### config.mk
export PLATFORM = sky130hd
export DESIGN_NAME = capture_scaler_and_jpeg_control
export DESIGN_NICKNAME = d
export VERILOG_FILES = /design/src/scaler_codec_pkg.sv /design/src/cfg_bus_if.sv /design/src/apb_front.sv /design/src/capture_scaler_and_jpeg_control.sv
export SDC_FILE = /design/constraint.sdc
export NUM_CORES = 1
export LEC_CHECK = 0
export BUFFER_PORTS_ARGS = -buffer_cell sky130_fd_sc_hd__buf_2
export CAP_MARGIN = 20
export CORE_MARGIN = 2
export CORE_UTILIZATION = 40
export DETAILED_ROUTE_END_ITERATION = 7
export PLACE_DENSITY = 0.68
export SLEW_MARGIN = 30
export SYNTH_ARGS = -nofsm -noshare
export SYNTH_HDL_FRONTEND = slang
export SYNTH_HIERARCHICAL = 1
export SYNTH_SLANG_ARGS = --single-unit
### constraint.sdc
create_clock -name pclk -period 2.5 [get_ports pclk]
set_clock_uncertainty 0.2 [all_clocks]
set_input_delay 0.375 -clock pclk [delete_from_list [all_inputs] [get_ports pclk]]
set_output_delay 0.375 -clock pclk [all_outputs]
set_load 0.1 [all_outputs]
### src/scaler_codec_pkg.sv
// Package: register map, field layout, reset values and decode enums
package scaler_codec_pkg;
   // ---------------------------------------------------------------
   // Register byte addresses (printed offsets not all multiples of four)
   // ---------------------------------------------------------------
   localparam logic [11:0] ENCODE_SCALER_RATES_IDX = 12'h96C;
   localparam logic [11:0] ENCODE_SCALER_MODE_IDX = 12'h96E;
   localparam logic [11:0] CODEC_MODULE_CONTROL_IDX = 12'h980;
   localparam logic [11:0] ENCODE_SCALER_CONTROL_IDX = 12'h960;
   localparam logic [11:0] CAMERA_INPUT_FORMAT_IDX = 12'h110;
   localparam logic [13:0] ENCODE_SCALER_RATES_ADDR = {ENCODE_SCALER_RATES_IDX, 2'b00};
   localparam logic [13:0] ENCODE_SCALER_MODE_ADDR = {ENCODE_SCALER_MODE_IDX, 2'b00};
   localparam logic [13:0] CODEC_MODULE_CONTROL_ADDR = {CODEC_MODULE_CONTROL_IDX, 2'b00};
   localparam logic [13:0] ENCODE_SCALER_CONTROL_ADDR = {ENCODE_SCALER_CONTROL_IDX, 2'b00};
   localparam logic [13:0] CAMERA_INPUT_FORMAT_ADDR = {CAMERA_INPUT_FORMAT_IDX, 2'b00};

   // ---------------------------------------------------------------
   // Reset values
   // ---------------------------------------------------------------
   localparam logic [15:0] RATES_RESET = 16'h0101;
   localparam logic [15:0] MODE_RESET = 16'h0000;
   localparam logic [15:0] CONTROL_RESET = 16'h0000;
   localparam logic [15:0] SCALER_CTRL_RESET = 16'h0000;
   localparam logic [15:0] CAMERA_FMT_RESET = 16'h0000;

   // ---------------------------------------------------------------
   // Field positions
   // ---------------------------------------------------------------
   localparam int HRATE_LSB = 0;
   localparam int VRATE_LSB = 8;
   localparam int MODE_LSB = 0;
   localparam int ROTATE_BIT = 8;
   localparam int SOFT_RESET_BIT = 7;
   localparam int NO_OFFSET_BIT = 4;
   localparam int PATH_LSB = 1;
   localparam int ENABLE_BIT = 0;
   localparam int INDEP_BIT = 2;
   localparam int SCALER_EN_BIT = 0;
   localparam int CAM_STRAIGHT_BIT = 8;
   localparam int CAM_OFFSET_IN_BIT = 9;
   localparam logic [15:0] RATES_MASK = 16'h3F3F;
   localparam logic [15:0] MODE_MASK = 16'h0003;
   localparam logic [15:0] CONTROL_MASK = 16'h011F;
   localparam logic [15:0] SCALER_CTRL_MASK = 16'h0005;
   localparam logic [15:0] CAMERA_FMT_MASK = 16'h0300;
   localparam logic [5:0] RATE_MIN = 6'h01;
   localparam logic [5:0] RATE_MAX = 6'h20;

   // ---------------------------------------------------------------
   // Enumerations
   // ---------------------------------------------------------------
   typedef enum logic [1:0] {
      SCALE_NONE = 2'h0,
      SCALE_REDUCE = 2'h1,
      SCALE_REDUCE_AVG = 2'h2,
      SCALE_RESERVED = 2'h3
   } scale_mode_t;

   typedef enum logic [2:0] {
      PATH_CODEC = 3'h0,
      PATH_YUV422_IN = 3'h1,
      PATH_RSVD2 = 3'h2,
      PATH_YUV422_OUT = 3'h3,
      PATH_HOST_CODEC = 3'h4,
      PATH_YUV420_IN = 3'h5,
      PATH_RSVD6 = 3'h6,
      PATH_YUV420_OUT = 3'h7
   } data_path_t;
endpackage

### src/cfg_bus_if.sv
// Interface: decoded register-file read and write strobes shared with the APB front end
`timescale 1ns/1ps
interface cfg_bus_if;
   logic wr_en;
   logic rd_en;
   logic [13:0] addr;
   logic [15:0] wdata;
   logic [15:0] rdata;
   logic hit;
   modport front (output wr_en, output rd_en, output addr, output wdata,
      input rdata, input hit);
   modport regs (input wr_en, input rd_en, input addr, input wdata,
      output rdata, output hit);
endinterface

### src/apb_front.sv
// APB slave front end: zero-wait access, error on unmapped address
`timescale 1ns/1ps
module apb_front
   import scaler_codec_pkg::*;
(
   input wire logic pclk,
   input wire logic presetn,
   input wire logic psel,
   input wire logic penable,
   input wire logic pwrite,
   input wire logic [31:0] paddr,
   input wire logic [31:0] pwdata,
   output logic [31:0] prdata,
   output logic pready,
   output logic pslverr,
   cfg_bus_if.front bus
);
   logic [31:0] prdata_reg;
   logic [31:0] prdata_next;
   logic access;

   // --------------------------------------------------------------
   // Access phase decode
   // --------------------------------------------------------------
   // Zero-wait slave: every access ends in its first access cycle
   assign access = psel & penable;
   assign pready = access;
   assign pslverr = access & ~bus.hit;
   assign bus.wr_en = access & pwrite & bus.hit;
   assign bus.rd_en = psel & ~penable & ~pwrite;
   assign bus.addr = paddr[13:0];
   assign bus.wdata = pwdata[15:0];
   assign prdata = prdata_reg;

   // Read data is registered at the end of setup, so it stands through access
   always_comb begin
      prdata_next = prdata_reg;
      if (bus.rd_en) begin
         prdata_next = {16'h0000, bus.rdata};
      end
   end

   always_ff @(posedge pclk or negedge presetn) begin
      if (!presetn) begin
         prdata_reg <= 32'h0000_0000;
      end else begin
         prdata_reg <= prdata_next;
      end
   end
endmodule

### src/capture_scaler_and_jpeg_control.sv
// Top: encode-side scaler rate/mode registers and codec module control
`timescale 1ns/1ps
module capture_scaler_and_jpeg_control
   import scaler_codec_pkg::*;
(
   input wire logic pclk,
   input wire logic presetn,
   input wire logic psel,
   input wire logic penable,
   input wire logic pwrite,
   input wire logic [31:0] paddr,
   input wire logic [31:0] pwdata,
   output logic [31:0] prdata,
   output logic pready,
   output logic pslverr,
   input wire logic [7:0] chroma_in,
   input wire logic chroma_in_valid,
   output logic [7:0] chroma_out,
   output logic chroma_out_valid,
   output logic [5:0] h_rate,
   output logic [5:0] v_rate,
   output logic [1:0] scale_mode,
   output logic scaler_active,
   output logic scaler_rate_fault,
   output logic rotate_180,
   output logic codec_reset_pulse,
   output logic codec_enable,
   output logic codec_clock_enable,
   output logic [2:0] data_path,
   output logic path_reserved,
   output logic path_bypass,
   output logic path_encode_camera,
   output logic path_decode_to_display,
   output logic path_yuv_to_host,
   output logic path_host_in,
   output logic chroma_signed_camera,
   output logic chroma_signed_host
);
   // Decoded strobes between the APB front end and the register file
   cfg_bus_if bus ();

   // Stored register images and their next values
   logic [15:0] rates_reg;
   logic [15:0] rates_next;
   logic [15:0] mode_reg;
   logic [15:0] mode_next;
   logic [15:0] control_reg;
   logic [15:0] control_next;
   logic [15:0] scaler_ctrl_reg;
   logic [15:0] scaler_ctrl_next;
   logic [15:0] camera_fmt_reg;
   logic [15:0] camera_fmt_next;
   // One-shot codec reset and the chroma register stage
   logic reset_pulse_reg;
   logic reset_pulse_next;
   logic [7:0] chroma_reg;
   logic [7:0] chroma_next;
   logic chroma_valid_reg;
   logic chroma_valid_next;
   // Decoded scaler and path views of the registers
   logic [5:0] h_code;
   logic [5:0] v_code;
   logic h_ok;
   logic v_ok;
   logic offset_mode;
   scale_mode_t mode_sel;
   data_path_t path_sel;

   // --------------------------------------------------------------
   // Bus front end
   // --------------------------------------------------------------
   // Every access is answered in its first access cycle
   apb_front u_front (
      .pclk(pclk),
      .presetn(presetn),
      .psel(psel),
      .penable(penable),
      .pwrite(pwrite),
      .paddr(paddr),
      .pwdata(pwdata),
      .prdata(prdata),
      .pready(pready),
      .pslverr(pslverr),
      .bus(bus)
   );

   // --------------------------------------------------------------
   // Rate code checks
   // --------------------------------------------------------------
   // Codes 1..32 inclusive; zero and codes above 32 are reserved
   // Shared by both axes so the limits cannot drift apart
   function automatic logic rate_in_range(input logic [5:0] code);
      rate_in_range = (code >= RATE_MIN) && (code <= RATE_MAX);
   endfunction

   // Horizontal averaging only supports power-of-two divisors
   // A code with a single bit set is a power of two
   function automatic logic rate_pow2(input logic [5:0] code);
      rate_pow2 = rate_in_range(code) && ((code & (code - 6'h01)) == 6'h00);
   endfunction

   // --------------------------------------------------------------
   // Address decode and read mux
   // --------------------------------------------------------------
   // Unmapped offsets clear hit, so the front end raises an error
   // and the write strobe stays low
   always_comb begin
      bus.hit = 1'b1;
      bus.rdata = 16'h0000;
      unique case (bus.addr)
         ENCODE_SCALER_RATES_ADDR: bus.rdata = rates_reg;
         ENCODE_SCALER_MODE_ADDR: bus.rdata = mode_reg;
         // Reset trigger is never stored, so it reads as zero
         CODEC_MODULE_CONTROL_ADDR: bus.rdata = control_reg;
         ENCODE_SCALER_CONTROL_ADDR: bus.rdata = scaler_ctrl_reg;
         CAMERA_INPUT_FORMAT_ADDR: bus.rdata = camera_fmt_reg;
         default: bus.hit = 1'b0;
      endcase
   end

   // --------------------------------------------------------------
   // Register file next state
   // --------------------------------------------------------------
   // Masks keep unimplemented bits at zero, so they read back
   // as zero whatever software writes
   always_comb begin
      rates_next = rates_reg;
      mode_next = mode_reg;
      control_next = control_reg;
      scaler_ctrl_next = scaler_ctrl_reg;
      camera_fmt_next = camera_fmt_reg;
      reset_pulse_next = 1'b0;
      if (bus.wr_en) begin
         unique case (bus.addr)
            ENCODE_SCALER_RATES_ADDR: rates_next = bus.wdata & RATES_MASK;
            // Reserved bits 3-2 and upper bits stay zero
            ENCODE_SCALER_MODE_ADDR: mode_next = bus.wdata & MODE_MASK;
            // Bit 7 is a trigger only and is masked out of the image
            CODEC_MODULE_CONTROL_ADDR: begin
               control_next = bus.wdata & CONTROL_MASK;
               reset_pulse_next = bus.wdata[SOFT_RESET_BIT];
            end
            ENCODE_SCALER_CONTROL_ADDR: scaler_ctrl_next = bus.wdata & SCALER_CTRL_MASK;
            CAMERA_INPUT_FORMAT_ADDR: camera_fmt_next = bus.wdata & CAMERA_FMT_MASK;
            default: ;
         endcase
      end
   end

   // Register images; the reset pulse register lives here too
   always_ff @(posedge pclk or negedge presetn) begin
      if (!presetn) begin
         rates_reg <= RATES_RESET;
         mode_reg <= MODE_RESET;
         control_reg <= CONTROL_RESET;
         scaler_ctrl_reg <= SCALER_CTRL_RESET;
         camera_fmt_reg <= CAMERA_FMT_RESET;
         reset_pulse_reg <= 1'b0;
      end else begin
         rates_reg <= rates_next;
         mode_reg <= mode_next;
         control_reg <= control_next;
         scaler_ctrl_reg <= scaler_ctrl_next;
         camera_fmt_reg <= camera_fmt_next;
         reset_pulse_reg <= reset_pulse_next;
      end
   end

   // --------------------------------------------------------------
   // Scaler rate and mode decode
   // --------------------------------------------------------------
   // Software is expected to load rates first; a bad combination
   // is caught here rather than trusted
   always_comb begin
      mode_sel = scale_mode_t'(mode_reg[MODE_LSB +: 2]);
      h_code = rates_reg[HRATE_LSB +: 6];
      // Shared rate when the axes are tied together
      v_code = scaler_ctrl_reg[INDEP_BIT] ? rates_reg[VRATE_LSB +: 6]
                                          : rates_reg[HRATE_LSB +: 6];
      // Vertical codes are range-checked the same way in every reduction mode
      v_ok = rate_in_range(v_code);
      // Horizontal validity depends on the selected mode
      h_ok = 1'b0;
      unique case (mode_sel)
         SCALE_NONE: h_ok = 1'b1;
         SCALE_REDUCE: h_ok = rate_in_range(h_code);
         SCALE_REDUCE_AVG: h_ok = rate_pow2(h_code);
         SCALE_RESERVED: h_ok = 1'b0;
      endcase
   end

   // Rate has no effect with no mode; fault only when a mode is live
   // Limitation: the fault only gates the enable; the image path
   // itself lies outside this block
   assign scaler_rate_fault = (mode_sel == SCALE_RESERVED) ||
      ((mode_sel != SCALE_NONE) && !(h_ok && v_ok));
   assign scaler_active = scaler_ctrl_reg[SCALER_EN_BIT] && !scaler_rate_fault;
   // Mode as stored; effective rates read as unity with no scaling
   assign scale_mode = mode_reg[MODE_LSB +: 2];
   assign h_rate = (mode_sel == SCALE_NONE) ? RATE_MIN : h_code;
   assign v_rate = (mode_sel == SCALE_NONE) ? RATE_MIN : v_code;

   // --------------------------------------------------------------
   // Codec control decode
   // --------------------------------------------------------------
   // Rotation only means something for camera-sourced encoding
   assign rotate_180 = control_reg[ROTATE_BIT] && path_encode_camera;
   assign codec_reset_pulse = reset_pulse_reg;
   // Enable and clock gate share one bit; software turns the
   // module off before it drops a scaler enable
   assign codec_enable = control_reg[ENABLE_BIT];
   assign codec_clock_enable = control_reg[ENABLE_BIT];
   assign data_path = control_reg[PATH_LSB +: 3];

   // Path decode; reserved codes only raise path_reserved
   always_comb begin
      path_sel = data_path_t'(control_reg[PATH_LSB +: 3]);
      path_reserved = 1'b0;
      path_bypass = 1'b0;
      path_encode_camera = 1'b0;
      path_decode_to_display = 1'b0;
      path_yuv_to_host = 1'b0;
      path_host_in = 1'b0;
      offset_mode = 1'b0;
      unique case (path_sel)
         PATH_CODEC: begin
            path_encode_camera = 1'b1;
            path_decode_to_display = 1'b1;
         end
         PATH_YUV422_IN, PATH_YUV420_IN: begin
            path_bypass = 1'b1;
            path_host_in = 1'b1;
            offset_mode = 1'b1;
         end
         PATH_YUV422_OUT, PATH_YUV420_OUT: begin
            path_bypass = 1'b1;
            path_yuv_to_host = 1'b1;
            offset_mode = 1'b1;
         end
         PATH_HOST_CODEC: begin
            path_host_in = 1'b1;
            path_yuv_to_host = 1'b1;
            offset_mode = 1'b1;
         end
         PATH_RSVD2, PATH_RSVD6: path_reserved = 1'b1;
      endcase
   end

   // Signedness of chroma seen at each side of the path
   // Offset-format input data flips the sense
   assign chroma_signed_camera = (camera_fmt_reg[CAM_STRAIGHT_BIT] ==
      control_reg[NO_OFFSET_BIT]) ^ camera_fmt_reg[CAM_OFFSET_IN_BIT];
   assign chroma_signed_host = ~control_reg[NO_OFFSET_BIT] ^
      camera_fmt_reg[CAM_OFFSET_IN_BIT];

   // --------------------------------------------------------------
   // Chroma offset stage
   // --------------------------------------------------------------
   // One register stage; the MSB flip is the whole offset conversion
   always_comb begin
      chroma_next = chroma_in;
      chroma_valid_next = chroma_in_valid;
      if (offset_mode && !control_reg[NO_OFFSET_BIT]) begin
         chroma_next = {~chroma_in[7], chroma_in[6:0]};
      end
   end

   // Valid travels with its sample so both leave together
   always_ff @(posedge pclk or negedge presetn) begin
      if (!presetn) begin
         chroma_reg <= 8'h00;
         chroma_valid_reg <= 1'b0;
      end else begin
         chroma_reg <= chroma_next;
         chroma_valid_reg <= chroma_valid_next;
      end
   end

   // Both outputs come straight from flip-flops
   assign chroma_out = chroma_reg;
   assign chroma_out_valid = chroma_valid_reg;
endmodule

==> flow_metrics.env <==
export IMPL_worstSetupPathType="input pin to flop"
export IMPL_max_freq_ghz=0.3877
export IMPL_fp_dieH_microns=88.62
export IMPL_syn_area_sq_um=2864
export IMPL_maxCapViolations=0
export IMPL_clock_path_buffers=2
export IMPL_min_path_type="input pin to flop"
export IMPL_ant_nets=0
export IMPL_dp_hpwl_microns=4838
export IMPL_grt_max_degree=21
export IMPL_area_growth_pct=33.60
export IMPL_cts_tree="yes"
export IMPL_diodes=0
export IMPL_antenna_found_initial=0
export IMPL_cp_required_ps=2490
export IMPL_setup_viol=12
export IMPL_drive_above_1_share_pct=61.54
export IMPL_finalMaxSlewViolations=0
export IMPL_whs_path_depth=2
export IMPL_p_per_area_nw_per_um2=440.7
export IMPL_cp_arrival_ps=2570
export IMPL_vias=2094
export IMPL_die_area_sq_um=7853
export IMPL_worst_ir_drop_vdd_mv=0.2048
export IMPL_cp_start_kind="input pin"
export IMPL_whs_ps=62.28
export IMPL_fin_crit_sh_pct=103.2
export IMPL_n_fill_cell=591
export IMPL_fin_crit_ps=2580
export IMPL_row_count=30
export IMPL_final_cell_count_no_fill=447
export IMPL_layout_nets=428
export IMPL_synth_area_per_cell_sq_um=11.37
export IMPL_portBuffers=98
export IMPL_clock_sinks=50
export IMPL_grt_pass1_wl_microns=10360
export IMPL_p_leak_nw=1.973
export IMPL_groute_usage_overall_pct=17.00
export IMPL_reg2reg_depth=4
export IMPL_clock_latency_ps=300
export IMPL_placed_area_sq_um=3483
export IMPL_rsz0062_at_grt="yes"
export IMPL_worst_slack_ps=-79.62
export IMPL_wl_microns=6360
export IMPL_drcViolationCount=0
export IMPL_wl_per_cell_microns=14.23
export IMPL_gp_congestion=0.8370
export IMPL_dp_cells=427
export IMPL_pin_count=152
export IMPL_dieWidth_microns=88.62
export IMPL_avgViaCountPerCell=4.685
export IMPL_cts_root_buffer="clkbuf_8"
export IMPL_final_area_sq_um=3826
export IMPL_crit_path_max_fanout=6
export IMPL_hold_viol=0
export IMPL_core_area_sq_um=6869
export IMPL_violations="negative setup slack"
export IMPL_yosysWarningCount=6
export IMPL_cp_end_kind="flop"
export IMPL_largest_reg_flops=16
export IMPL_start_util_pct=41.69
export IMPL_status="finished with violations"
export IMPL_drtIter0Drc=78
export IMPL_drtPass1Iterations=5
export IMPL_grt_pass1_vias=2143
export IMPL_h_tree_depth=2
export IMPL_cts_buffers=5
export IMPL_synth_cells=252
export IMPL_clk_pin_slew_ps=90
export IMPL_overflow=0
==> cell type report <==
| class | count | area, sq um | share of cell area [%] |
|---|---|---|---|
| Clock inverter | 1 | 7.507 | 0.1962 |
| Timing Repair Buffer | 132 | 849.6 | 22.20 |
| Inverter | 4 | 15.01 | 0.3924 |
| Multi-Input combinational cell | 157 | 1500 | 39.21 |
| Clock buffer | 7 | 76.32 | 1.995 |
| Sequential cell | 50 | 1257 | 32.86 |
| Tap cell | 96 | 120.1 | 3.139 |
==> path summary, 6_finish.rpt <==
path                               startpoint                  to  slack (ps)
hold / removal                   chroma_in[7]       chroma_out[7]          60
setup / recovery                     paddr[0]      control_reg[2]         -80
hold reg to reg            u_front/prdata[15]  u_front/prdata[15]         310
min in group asynchronous             presetn       chroma_out[1]         340
max in group asynchronous             presetn        rates_reg[0]        1090
setup reg to reg                 rates_reg[2]   u_front/prdata[2]         860
==> timing repair <==
| item | in CTS | in global routing |
|---|---|---|
| hold buffers | 9 | 0 |
| pin swaps | 6 | 2 |
| setup buffers | 2 | 1 |
| gates resized for setup | 22 | 13 |
| endpoints found under the setup margin | 19 | 26 |
| hold endpoints to repair | 26 | 0 |
==> per-layer routing <==
layer  vias to the layer above  track usage (%)  wire, microns
li1                        989                -              -
met1                      1036            22.28           2819
met2                        63            29.53           3205
met3                         6            3.172            275
met4                         0            3.444             59
met5                         -                0              0
==> stage by stage <==
stage / TNS (ps) / total power [mW] / utilization, % / setup slack [ps]
6_report: -649.8 / 1.686 / 55.70 / -79.62
5_1_grt: -2342 / 1.759 / 55.70 / -158.5
4_1_cts: -587.8 / 1.706 / 54.85 / -87.13
3_5_place_dp: -8255 / 1.235 / 50.71 / -372.5
3_3_place_gp: -7781 / 1.232 / 50.71 / -355.5
2_1_floorplan: -6461 / 1.206 / - / -342.7
==> worst max-delay path, stage by stage <==
cell      delay (ps)
buf_6             90
or4_4            530
nand4b_4         200
nor4b_4          280
nor4_2            60
nand2b_1         130
buf_4            120
and3_4           220
and2_4           240
mux2_4           310
==> placed cells by master (no fill, tap or decap), types with 2 or more instances in the layout <==
cell type and n:
mux2_2 22, nor2_4 6, nor2b_4 4, o21ai_2 2
nand3_1 3, nor3b_4 2, nor2_1 11, nand2_4 3
xnor2_1 2, nor4b_4 2, clkbuf_8 5, a222oi_1 3
mux2i_1 7, buf_6 5, a22oi_1 3, and2_1 8
dfrtp_1 45, clkbuf_1 2, inv_1 4, buf_12 4
buf_4 21, nor2b_2 2, nand2_1 6, mux2_4 18
dlygate4sd3_1 9, nor3_2 2, dfrtp_2 3, dfstp_2 2
nor4_2 3, a22o_1 3, buf_2 93, conb_1 20
==> report_power, final <==
part	switching [mW]	internal, mW	total [mW]	leakage, nW
Sequential	0.00704	0.828	0.835	0.657
Combinational	0.323	0.0762	0.399	1.28
Clock	0.254	0.198	0.452	0.0385
Power figures use the tool's default switching activity.
